### src/verilog/scd_map.svh
`ifndef SCD_MAP_SVH
`define SCD_MAP_SVH
////////////////////////////////////////////////////////////////////////
// register indices on the plain port
`define SCD_ADDR_W 5
`define SCD_NWORDS 10
`define SCD_REG_COMMIT 5'h0a
`define SCD_REG_CURRENT 5'h10
`define SCD_REG_STATUS 5'h11
`define SCD_REG_DWELL 5'h12
////////////////////////////////////////////////////////////////////////
// command word 0 bit positions
`define SCD_W0_ABS 0
`define SCD_W0_REL 1
`define SCD_W0_HOLD 2
`define SCD_W0_RESUME 3
`define SCD_W0_ISTOP 4
`define SCD_W0_JOG_CW 7
`define SCD_W0_JOG_CCW 8
`define SCD_W0_PRESET 9
`define SCD_W0_RST_ERR 10
`define SCD_W0_PROG_ASM 11
`define SCD_W0_RUN_ASM 13
////////////////////////////////////////////////////////////////////////
// command word 1 bit positions
`define SCD_W1_KEY0 0
`define SCD_W1_KEY1 1
`define SCD_W1_ENC_REG 2
`define SCD_W1_HYBRID 3
`define SCD_W1_REV_BLEND 4
`define SCD_W1_SAVE 5
`define SCD_W1_GEAR 6
`define SCD_W1_REG_MOVE 7
`define SCD_W1_INDEXED 8
`define SCD_W1_ASM_TYPE 9
////////////////////////////////////////////////////////////////////////
// limits on data words
`define SCD_SPEED_MAX 32'h002d_c6bf
`define SCD_RAMP_MIN 16'h0001
`define SCD_RAMP_MAX 16'h1388
`define SCD_JERK_MAX 16'h1388
`define SCD_CUR_MIN 16'h000a
`define SCD_CUR_MAX_A 16'h003c
`define SCD_CUR_MAX_B 16'h002c
`define SCD_CUR_RESET 16'h000a
`endif

### src/verilog/scd_pkg.sv
package scd_pkg;
  // decoder state
  typedef enum logic [0:0] {
    SCD_IDLE,
    SCD_WAIT_INDEX
  } scd_state_t;
  // kind of move handed to the profile generator
  typedef enum logic [2:0] {
    SCD_MV_NONE,
    SCD_MV_ABS,
    SCD_MV_REL,
    SCD_MV_JOG,
    SCD_MV_REG,
    SCD_MV_BLEND,
    SCD_MV_DWELL
  } scd_move_t;
endpackage : scd_pkg

### src/verilog/scd_decoder.sv
// The plain strobed port and the address map were left to the implementer.
`timescale 1ns/1ps
`default_nettype none
`include "scd_map.svh"
module scd_decoder (
  input wire logic mclk,
  input wire logic reset_n,
  // register port
  input wire logic [`SCD_ADDR_W-1:0] addr,
  input wire logic [15:0] wdata,
  input wire logic wr_en,
  input wire logic rd_en,
  output logic [15:0] rdata,
  // device side inputs
  input wire logic start_in,
  input wire logic move_busy,
  input wire logic model_sel,
  input wire logic [15:0] cfg_current,
  // move launch
  output logic move_go,
  output scd_pkg::scd_move_t move_kind,
  output logic move_ccw,
  output logic enc_reg_move,
  output logic [31:0] target_pos,
  output logic [31:0] speed,
  output logic [15:0] accel,
  output logic [15:0] decel,
  output logic [15:0] jerk,
  output logic [15:0] dwell_ms,
  output logic [31:0] reg_min_dist,
  // other commands
  output logic hold_go,
  output logic resume_go,
  output logic istop_go,
  output logic save_go,
  output logic pos_invalid,
  output logic gear_mode,
  output logic hybrid_mode,
  output logic [15:0] motor_current,
  output logic cmd_error
);
  import scd_pkg::*;
  ////////////////////////////////////////////////////////////////////////
  // declarations
  logic [15:0] cw_r [0:`SCD_NWORDS-1]; // command words from the master
  logic upd; // network update strobe
  logic [15:0] rise; // word 0 rising bits
  logic [15:0] fall; // word 0 falling bits
  logic evt_vld; // edges valid this cycle
  logic [15:0] w0; // command word 0
  logic [15:0] w1; // motion option word
  logic cur_ok; // keyed current is valid
  logic [15:0] cur_new; // current to apply
  scd_state_t state_r; // decoder state
  scd_state_t state_nxt;
  scd_move_t kind_r; // pending or launched move
  logic start_prev_r; // start input last cycle
  logic start_rise; // start input edge
  logic [2:0] keys; // key2 key1 key0
  logic key_match; // key pattern armed
  logic key_block; // command excludes keyed current
  logic is_move; // a move bit rose
  logic params_ok; // data words within range
  logic pos_ok; // target fits 24 signed bits
  logic fire_now; // launch without waiting
  logic fire_idx; // launch from index input
  logic [15:0] rd_nxt; // read data next
  scd_move_t kind_nxt; // decoded kind
  ////////////////////////////////////////////////////////////////////////
  // register writes; commit index marks a network update
  assign upd = wr_en && (addr == `SCD_REG_COMMIT);
  always_ff @(posedge mclk or negedge reset_n) begin
    if (!reset_n) begin
      for (int i = 0; i < `SCD_NWORDS; i++) begin
        cw_r[i] <= 16'h0000;
      end
    end else if (wr_en && (addr < `SCD_REG_COMMIT)) begin
      cw_r[addr[3:0]] <= wdata; // data words by index
    end
  end
  assign w0 = cw_r[0];
  assign w1 = cw_r[1];
  assign keys = {w1[`SCD_W1_SAVE], w1[`SCD_W1_KEY1], w1[`SCD_W1_KEY0]};
  ////////////////////////////////////////////////////////////////////////
  // edge finder on command word 0
  scd_edge_detect u_edge (
    .mclk(mclk),
    .reset_n(reset_n),
    .upd(upd),
    .word(w0),
    .rise(rise),
    .fall(fall),
    .vld(evt_vld)
  );
  // keyed current check
  scd_current_check u_cur (
    .req(cw_r[8]),
    .model_sel(model_sel),
    .cfg_current(cfg_current),
    .ok(cur_ok),
    .applied(cur_new)
  );
  ////////////////////////////////////////////////////////////////////////
  // command decode
  always_comb begin
    is_move = rise[`SCD_W0_ABS] | rise[`SCD_W0_REL] | rise[`SCD_W0_JOG_CW] |
              rise[`SCD_W0_JOG_CCW] | rise[`SCD_W0_RUN_ASM];
    // target must be sign extension of bit 23
    pos_ok = (cw_r[2][15:7] == 9'h000) || (cw_r[2][15:7] == 9'h1ff);
    params_ok = ({cw_r[4], cw_r[5]} <= `SCD_SPEED_MAX) &&
                (cw_r[6] >= `SCD_RAMP_MIN) && (cw_r[6] <= `SCD_RAMP_MAX) &&
                (cw_r[7] >= `SCD_RAMP_MIN) && (cw_r[7] <= `SCD_RAMP_MAX) &&
                (cw_r[9] <= `SCD_JERK_MAX);
    kind_nxt = SCD_MV_NONE;
    if (rise[`SCD_W0_RUN_ASM]) begin
      // type bit picks blend or dwell
      kind_nxt = w1[`SCD_W1_ASM_TYPE] ? SCD_MV_DWELL : SCD_MV_BLEND;
    end else if (rise[`SCD_W0_JOG_CW] | rise[`SCD_W0_JOG_CCW]) begin
      kind_nxt = w1[`SCD_W1_REG_MOVE] ? SCD_MV_REG : SCD_MV_JOG;
    end else if (rise[`SCD_W0_REL]) begin
      kind_nxt = SCD_MV_REL;
    end else if (rise[`SCD_W0_ABS]) begin
      kind_nxt = SCD_MV_ABS;
    end
    key_match = (keys == 3'b101);
    key_block = (kind_nxt == SCD_MV_REG) || (kind_nxt == SCD_MV_DWELL) ||
                (kind_nxt == SCD_MV_BLEND) ||
                w0[`SCD_W0_RUN_ASM] ||
                ((w0[`SCD_W0_JOG_CW] | w0[`SCD_W0_JOG_CCW]) & w1[`SCD_W1_REG_MOVE]);
  end
  ////////////////////////////////////////////////////////////////////////
  // launch qualifiers; stop and hold take priority over immediate moves, not over a start edge launch
  always_comb begin
    fire_now = evt_vld && is_move && !rise[`SCD_W0_ISTOP] && !rise[`SCD_W0_HOLD] &&
               ((kind_nxt == SCD_MV_ABS || kind_nxt == SCD_MV_REL) ? (pos_ok & params_ok)
                : 1'b1) && !w1[`SCD_W1_INDEXED];
    fire_idx = (state_r == SCD_WAIT_INDEX) && start_rise;
  end
  ////////////////////////////////////////////////////////////////////////
  // state machine: wait for the start indexer input
  always_comb begin
    state_nxt = state_r;
    case (state_r)
      SCD_IDLE: begin
        // indexed move parks here
        if (evt_vld && is_move && w1[`SCD_W1_INDEXED] && !rise[`SCD_W0_ISTOP] &&
            !rise[`SCD_W0_HOLD]) begin
          state_nxt = SCD_WAIT_INDEX;
        end
      end
      SCD_WAIT_INDEX: begin
        // stop cancels, start edge launches
        if (evt_vld && rise[`SCD_W0_ISTOP]) begin
          state_nxt = SCD_IDLE;
        end else if (start_rise) begin
          state_nxt = SCD_IDLE;
        end
      end
      default: begin
        state_nxt = SCD_IDLE;
      end
    endcase
  end
  always_ff @(posedge mclk or negedge reset_n) begin
    if (!reset_n) begin
      state_r <= SCD_IDLE;
    end else begin
      state_r <= state_nxt;
    end
  end
  ////////////////////////////////////////////////////////////////////////
  // start input edge; input already synchronous
  always_ff @(posedge mclk or negedge reset_n) begin
    if (!reset_n) begin
      start_prev_r <= 1'b0;
    end else begin
      start_prev_r <= start_in;
    end
  end
  assign start_rise = start_in & ~start_prev_r;
  ////////////////////////////////////////////////////////////////////////
  // move parameters, latched when a move is taken
  always_ff @(posedge mclk or negedge reset_n) begin
    if (!reset_n) begin
      kind_r <= SCD_MV_NONE;
      move_ccw <= 1'b0;
      enc_reg_move <= 1'b0;
      target_pos <= 32'h0000_0000;
      reg_min_dist <= 32'h0000_0000;
      dwell_ms <= 16'h0000;
    end else if (evt_vld && is_move && !rise[`SCD_W0_ISTOP] && !rise[`SCD_W0_HOLD]) begin
      kind_r <= kind_nxt;
      case (kind_nxt)
        SCD_MV_ABS, SCD_MV_REL: begin
          // upper word first
          target_pos <= {cw_r[2], cw_r[3]};
          enc_reg_move <= w1[`SCD_W1_ENC_REG];
          move_ccw <= 1'b0;
        end
        SCD_MV_JOG: begin
          move_ccw <= rise[`SCD_W0_JOG_CCW];
          enc_reg_move <= 1'b0;
        end
        SCD_MV_REG: begin
          // stopping distance and minimum distance
          move_ccw <= rise[`SCD_W0_JOG_CCW];
          target_pos <= {cw_r[2], cw_r[3]};
          reg_min_dist <= {cw_r[8], cw_r[9]};
          enc_reg_move <= 1'b0;
        end
        SCD_MV_BLEND: begin
          move_ccw <= w1[`SCD_W1_REV_BLEND];
          enc_reg_move <= 1'b0;
        end
        SCD_MV_DWELL: begin
          dwell_ms <= cw_r[9];
          move_ccw <= 1'b0;
          enc_reg_move <= 1'b0;
        end
        default: begin
          enc_reg_move <= 1'b0;
        end
      endcase
    end
  end
  assign move_kind = kind_r;
  ////////////////////////////////////////////////////////////////////////
  // speed and ramps, shared by moves other than blend and dwell and by resume; hold and stop skip them
  always_ff @(posedge mclk or negedge reset_n) begin
    if (!reset_n) begin
      speed <= 32'h0000_0000;
      accel <= 16'h0000;
      decel <= 16'h0000;
      jerk <= 16'h0000;
    end else if (evt_vld && !rise[`SCD_W0_ISTOP] && !rise[`SCD_W0_HOLD] && params_ok &&
                 ((is_move && kind_nxt != SCD_MV_BLEND && kind_nxt != SCD_MV_DWELL) ||
                  rise[`SCD_W0_RESUME])) begin
      speed <= {cw_r[4], cw_r[5]};
      accel <= cw_r[6];
      decel <= cw_r[7];
      jerk <= (kind_nxt == SCD_MV_REG) ? jerk : cw_r[9];
    end
  end
  ////////////////////////////////////////////////////////////////////////
  // command pulses, one cycle each
  always_ff @(posedge mclk or negedge reset_n) begin
    if (!reset_n) begin
      move_go <= 1'b0;
      hold_go <= 1'b0;
      resume_go <= 1'b0;
      istop_go <= 1'b0;
      save_go <= 1'b0;
    end else begin
      move_go <= fire_now | fire_idx;
      // stop has no ramp; data words disregarded
      istop_go <= evt_vld & rise[`SCD_W0_ISTOP];
      // hold ramps to start speed downstream
      hold_go <= evt_vld & rise[`SCD_W0_HOLD] & ~rise[`SCD_W0_ISTOP];
      // resume keeps the held target
      resume_go <= evt_vld & rise[`SCD_W0_RESUME] & ~rise[`SCD_W0_ISTOP] &
                   ~rise[`SCD_W0_HOLD] & params_ok;
      save_go <= evt_vld & fall[`SCD_W0_PROG_ASM] & w1[`SCD_W1_SAVE];
    end
  end
  ////////////////////////////////////////////////////////////////////////
  // position validity: lost only when stopped mid-move
  always_ff @(posedge mclk or negedge reset_n) begin
    if (!reset_n) begin
      pos_invalid <= 1'b0;
    end else if (evt_vld && rise[`SCD_W0_ISTOP] && move_busy) begin
      pos_invalid <= 1'b1;
    end else if (evt_vld && rise[`SCD_W0_PRESET]) begin
      pos_invalid <= 1'b0;
    end
  end
  ////////////////////////////////////////////////////////////////////////
  // mode levels follow the option word at each update
  always_ff @(posedge mclk or negedge reset_n) begin
    if (!reset_n) begin
      gear_mode <= 1'b0;
      hybrid_mode <= 1'b0;
    end else if (evt_vld) begin
      gear_mode <= w1[`SCD_W1_GEAR];
      hybrid_mode <= w1[`SCD_W1_HYBRID];
    end
  end
  ////////////////////////////////////////////////////////////////////////
  // keyed current, accepted in any state at an update unless a registration or assembled move blocks it
  always_ff @(posedge mclk or negedge reset_n) begin
    if (!reset_n) begin
      motor_current <= `SCD_CUR_RESET;
    end else if (evt_vld && key_match && !key_block) begin
      motor_current <= cur_new;
    end
  end
  ////////////////////////////////////////////////////////////////////////
  // error flag: rejected parameters; a new event beats the clear
  always_ff @(posedge mclk or negedge reset_n) begin
    if (!reset_n) begin
      cmd_error <= 1'b0;
    end else if (evt_vld && ((is_move && (kind_nxt == SCD_MV_ABS || kind_nxt == SCD_MV_REL)
                 && !(pos_ok && params_ok)) || (rise[`SCD_W0_RESUME] && !params_ok))) begin
      cmd_error <= 1'b1;
    end else if (evt_vld && rise[`SCD_W0_RST_ERR]) begin
      cmd_error <= 1'b0;
    end
  end
  ////////////////////////////////////////////////////////////////////////
  // read mux, data stands one cycle after the strobe
  always_comb begin
    rd_nxt = 16'h0000;
    if (addr < `SCD_REG_COMMIT) begin
      rd_nxt = cw_r[addr[3:0]];
    end else begin
      case (addr)
        `SCD_REG_CURRENT: rd_nxt = motor_current;
        `SCD_REG_STATUS: rd_nxt = {9'h000, cmd_error, pos_invalid, hybrid_mode, gear_mode,
                                   (state_r == SCD_WAIT_INDEX), cur_ok, move_busy};
        `SCD_REG_DWELL: rd_nxt = dwell_ms;
        default: rd_nxt = 16'h0000;
      endcase
    end
  end
  always_ff @(posedge mclk or negedge reset_n) begin
    if (!reset_n) begin
      rdata <= 16'h0000;
    end else if (rd_en) begin
      rdata <= rd_nxt;
    end else begin
      rdata <= 16'h0000;
    end
  end
endmodule : scd_decoder
`default_nettype wire

### src/verilog/scd_edge_detect.sv
`timescale 1ns/1ps
`default_nettype none
module scd_edge_detect (
  input wire logic mclk,
  input wire logic reset_n,
  input wire logic upd,
  input wire logic [15:0] word,
  output logic [15:0] rise,
  output logic [15:0] fall,
  output logic vld
);
  import scd_pkg::*;
  logic [15:0] prev_r; // word seen at the previous update
  ////////////////////////////////////////////////////////////////////////
  // one detector per bit, compared only across updates
  genvar gi;
  for (gi = 0; gi < 16; gi++) begin : g_bit
    always_ff @(posedge mclk or negedge reset_n) begin
      if (!reset_n) begin
        prev_r[gi] <= 1'b0;
        rise[gi] <= 1'b0;
        fall[gi] <= 1'b0;
      end else if (upd) begin
        prev_r[gi] <= word[gi];
        rise[gi] <= word[gi] & ~prev_r[gi];
        fall[gi] <= ~word[gi] & prev_r[gi];
      end else begin
        rise[gi] <= 1'b0;
        fall[gi] <= 1'b0;
      end
    end
  end
  // strobe marking the cycle the edges are valid
  always_ff @(posedge mclk or negedge reset_n) begin
    if (!reset_n) begin
      vld <= 1'b0;
    end else begin
      vld <= upd;
    end
  end
endmodule : scd_edge_detect
`default_nettype wire

### src/verilog/scd_current_check.sv
`timescale 1ns/1ps
`default_nettype none
`include "scd_map.svh"
module scd_current_check (
  input wire logic [15:0] req,
  input wire logic model_sel,
  input wire logic [15:0] cfg_current,
  output logic ok,
  output logic [15:0] applied
);
  import scd_pkg::*;
  logic [15:0] max_c; // top of range for the fitted model
  ////////////////////////////////////////////////////////////////////////
  // even tenths within model range, else configured value
  always_comb begin
    max_c = model_sel ? `SCD_CUR_MAX_B : `SCD_CUR_MAX_A;
    ok = ~req[0] && (req >= `SCD_CUR_MIN) && (req <= max_c);
    applied = ok ? req : cfg_current;
  end
endmodule : scd_current_check
`default_nettype wire

### config.mk
export PLATFORM = sky130hd
export DESIGN_NAME = scd_decoder
export DESIGN_NICKNAME = d
export VERILOG_FILES = /design/src/verilog/scd_pkg.sv /design/src/verilog/scd_decoder.sv /design/src/verilog/scd_edge_detect.sv /design/src/verilog/scd_current_check.sv
export VERILOG_INCLUDE_DIRS = /design/src /design/src/verilog
export SDC_FILE = /design/constraint.sdc
export NUM_CORES = 1
export LEC_CHECK = 0
export BUFFER_PORTS_ARGS = -buffer_cell sky130_fd_sc_hd__buf_2
export CAP_MARGIN = 20
export CORE_UTILIZATION = 51
export DETAILED_ROUTE_END_ITERATION = 12
export PLACE_DENSITY_LB_ADDON = 0.2
export SKIP_CTS_REPAIR_TIMING = 1
export SYNTH_ARGS = -nofsm -noshare
export SYNTH_HDL_FRONTEND = slang
export SYNTH_SLANG_ARGS = --single-unit
### constraint.sdc
create_clock -name mclk -period 2.4 [get_ports mclk]
set_input_delay 0.24 -clock mclk [delete_from_list [all_inputs] [get_ports mclk]]
set_output_delay 0.24 -clock mclk [all_outputs]
set_load 0.02 [all_outputs]
==> metrics.md <==
| Metric | Value |
|---|---|
| Outcome | complete, no violations |
| Clock root buffer | clkbuf_16 |
| Final hold violations | 0 |
| First-pass GRT wire length | 68.6 mm |
| Critical Path RT | 2.81 ns |
| Critical path endpoint category | flip-flop |
| Switching Fraction | 26.2% |
| Die X | 182 µm |
| Initial antenna violation count | 3 |
| Max Cap Violations | 0 |
| Synthesized Nets | 1204 |
| Multiplexer area fraction after synthesis | 27.3% |
| Post-route clock period utilization | 97.3% |
| # port buffers | 249 |
| CP max FO | 10 |
| Die area | 0.0331 mm² |
| Path depth of the worst reg2reg path | 8 |
| Yosys reg bits | 391 |
| Vias/cell | 5.81 |
| H-tree lvl count | 2 |
| Ports | 250 |
| Die height | 182 µm |
| Core area | 0.0317 mm² |
| Yosys warnings | 0 |
| Synth Area in Compound Gates | 4.84% |
| EDFF count, synth | 0 |
| Ys flop type | dfrtp_1 |
| Final #Nets | 1511 |
| DRC viols | 0 |
| Adder-cell share of the synthesized area | 0.0757% |
| Flop pwr share | 48.5% |
| Pwr per Cell Area | 798 mW/mm² |
| Clock Tree Buf Depth | 3 |
| Number of global-route vias before repair | 11081 |
| Synthesized cell area | 0.0165 mm² |
| GRT Residual Overflow | 0 |
| Crit path time final | 2.34 ns |
| Power share of the combinational group | 12.1% |
| Area grow syn2layout | 22.8% |
| Library cells used by synthesis | 61 |
| Clk Latency, worst-skew pair | 0.53 ns |
| Main combinational cell family by area after synthesis | multiplexers |
| Clk pwr share | 39.4% |
| Cell row count | 65 |
| Multi-input combinational cell area | 0.00638 mm² |
| Tot Pwr | 16.2 mW |
| Tot GR Track Use | 27.5% |
| Initial Utilization | 52.1% |
| RR Startpoint | cw_r[45] |
| Post-Syn Instances | 1159 |
| First-pass DRT Iterations | 6 |
| Worst-path clk slew | 0.07 ns |
| Antenna-violating nets left | 0 |
| Register area | 0.00979 mm² |
| Post-synthesis sequential area ratio | 59.2% |
| Max Fclk | 428 MHz |
| Skew final | 0.0112 ns |
| CTS buffer count | 41 |
| Count of final setup violators | 0 |
| DRT iter0 DRCs | 848 |
| Worst setup margin | 0.0642 ns |
| Internal power | 12.0 mW |
| Largest net degree at the start of global routing | 85 |
| Max_slew headroom | 29.9% |
| Flop2flop setup slack | 0.06 ns |
| Synth Area in XOR/XNOR | 0% |
| Critical path class | flip-flop to flip-flop |
| Hold wc startpoint | cfg_current[2] |
| Hpwl dp | 32.0 mm |
| WHS Path Cells | 3 |
| Leak | 10.5 nW |
| R2r endpoint | accel[5] |
| Fin. max-slew vios | 0 |
| Sw Pwr | 4.24 mW |
| RSZ-0062 raised after global routing | no |
| Asr flop ratio synth | 100% |
| CTS tree | built |
| Hold crit path type | input port to flip-flop |
| CP Data Arrival Time | 2.75 ns |
| Sink Count | 391 |
| Simple-gate share of the synthesized area | 6.02% |
| Via count | 11060 |
| Share of cells above drive strength 1 | 51.1% |
| Startpoint types | flip-flop |
| Worst hold slack | 0.0126 ns |
| Routability cong. | 0.863 |
| Routed WL | 45.0 mm |
| Max VDD drop | 0.000583 V |
| Hold Path End | motor_current[2] |
| FILL cells | 2445 |
| WL/cell | 23.7 µm |
| Worst Tran Pin Value | 1.05 ns |
| Setup WS pre-CTS | 0.0165 ns |
| Avg Cell Area, Syn | 14.3 µm² |
[metrics by stage]
stage / setup TNS, ns / utilization [%] / cells / cell area, µm²
2_1_floorplan: 0 / - / 1159 / 16500
3_3_place_gp: 0 / 58.7 / 1805 / 18600
3_5_place_dp: 0 / 58.7 / 1805 / 18600
4_1_cts: -0.00109 / 63.1 / 1879 / 20000
5_1_grt: 0 / 64.0 / 1900 / 20300
6_report: 0 / 64.0 / 1902 / 20300
[area by class of cell]
class	instances	share of cell area [%]
inverters	26	0.481
flip-flops and latches	391	48.2
clock buffers	55	5.61
diodes	3	0.0370
repair buffers	338	10.7
multi-input cells	668	31.4
clock inverters	19	1.12
well taps	402	2.48
[registers in the layout, summed over array words and instances, names as in the netlist, 3 cells and up]
name,flops
target_pos,32
w0,16
u_edge.rise,10
speed,32
rdata,16
w1,16
u_edge.prev_r,11
reg_min_dist,32
decel,16
motor_current,16
move_kind,3
cw_r,128
dwell_ms,16
jerk,16
accel,16
[Yosys cell counts, types with 15 or more instances]
library cell	count	share of area [%]
o22ai_1	15	0.57
a22o_1	25	1.3
nor2_1	30	0.68
nor3b_1	15	0.68
mux2i_1	20	1.2
nor3_1	15	0.45
buf_1	23	0.52
inv_1	25	0.57
and2_1	17	0.64
mux4_2	31	4.2
nand2_1	51	1.2
clkbuf_1	38	0.86
mux2_2	314	21
a21oi_1	21	0.64
dfrtp_1	389	59
o21ai_0	17	0.51
nand3_1	21	0.64
[cell families (layout without fill, tap and decap cells)]
logic type,Yosys count,count (layout)
adders and majority gates,1,1
other,0,3
buffers and inverters,100,438
and+or+nand+nor,188,188
muxes,369,369
AOI/OAI and AO/OA,110,110
DFF,391,391
[critical path: stages (launching register included)]
cell and delay (ns):
dfrtp_1 0.41, nor4_1 0.47, nand4_1 0.20, a211oi_1 0.24, buf_4 0.18, nand4_4 0.10, buf_12 0.17, clkbuf_16 0.17
mux2_2 0.27
[power groups by stage]
| stage | sequential [mW] | clock [mW] | combinational [mW] |
|---|---|---|---|
| 4_1_cts | 7.85 | 6.50 | 1.90 |
| 3_3_place_gp | 7.94 | 0 | 1.85 |
| 5_1_grt | 7.94 | 6.77 | 2.10 |
| 2_1_floorplan | 7.69 | 0 | 1.13 |
| 3_5_place_dp | 7.96 | 0 | 1.89 |
| 6_report | 7.87 | 6.39 | 1.95 |
[placed cells by master (no fill, tap or decap), drive strengths merged, types with 3 or more instances in the layout]
| cell | synthesis | final |
|---|---|---|
| or4 | 4 | 4 |
| nand4 | 6 | 6 |
| nor3b | 15 | 15 |
| a31oi | 3 | 3 |
| nor3 | 15 | 15 |
| nor2b | 3 | 3 |
| o31ai | 4 | 4 |
| nand2b | 3 | 3 |
| o31a | 3 | 3 |
| o22ai | 15 | 15 |
| a21oi | 21 | 21 |
| inv | 25 | 26 |
| nor4 | 7 | 7 |
| and2 | 20 | 20 |
| nand3 | 21 | 21 |
| bufinv | 0 | 4 |
| a222oi | 6 | 6 |
| clkinv | 1 | 14 |
| dfrtp | 389 | 389 |
| o21ai | 17 | 17 |
| nor2 | 30 | 30 |
| mux2 | 317 | 317 |
| nand2 | 51 | 51 |
| dlygate4sd3 | 0 | 14 |
| and3 | 4 | 4 |
| buf | 35 | 321 |
| mux2i | 20 | 20 |
| diode | 0 | 3 |
| clkbuf | 39 | 58 |
| mux4 | 32 | 32 |
| a22o | 25 | 25 |
[routing by layer]
metal / GRT usage [%] / vias to the layer above / part of all wire (%)
li1: - / 4866 / -
met1: 40.3 / 5692 / 45
met2: 41.4 / 434 / 45
met3: 5.69 / 68 / 6.8
met4: 8.57 / 0 / 2.6
met5: 0 / - / 0
[worst max-delay path by stage]
stage                   start         to  cells past startpoint
2_1_floorplan        cw_r[59]  speed[18]                      6
3_3_place_gp         cw_r[59]  speed[31]                      7
3_5_place_dp         cw_r[59]  decel[14]                      7
4_1_cts              cw_r[59]  decel[14]                      7
5_1_grt        u_edge.rise[8]   accel[2]                      8
6_report             cw_r[45]   accel[5]                      8
Note: power is estimated with default switching activity, not from simulation.
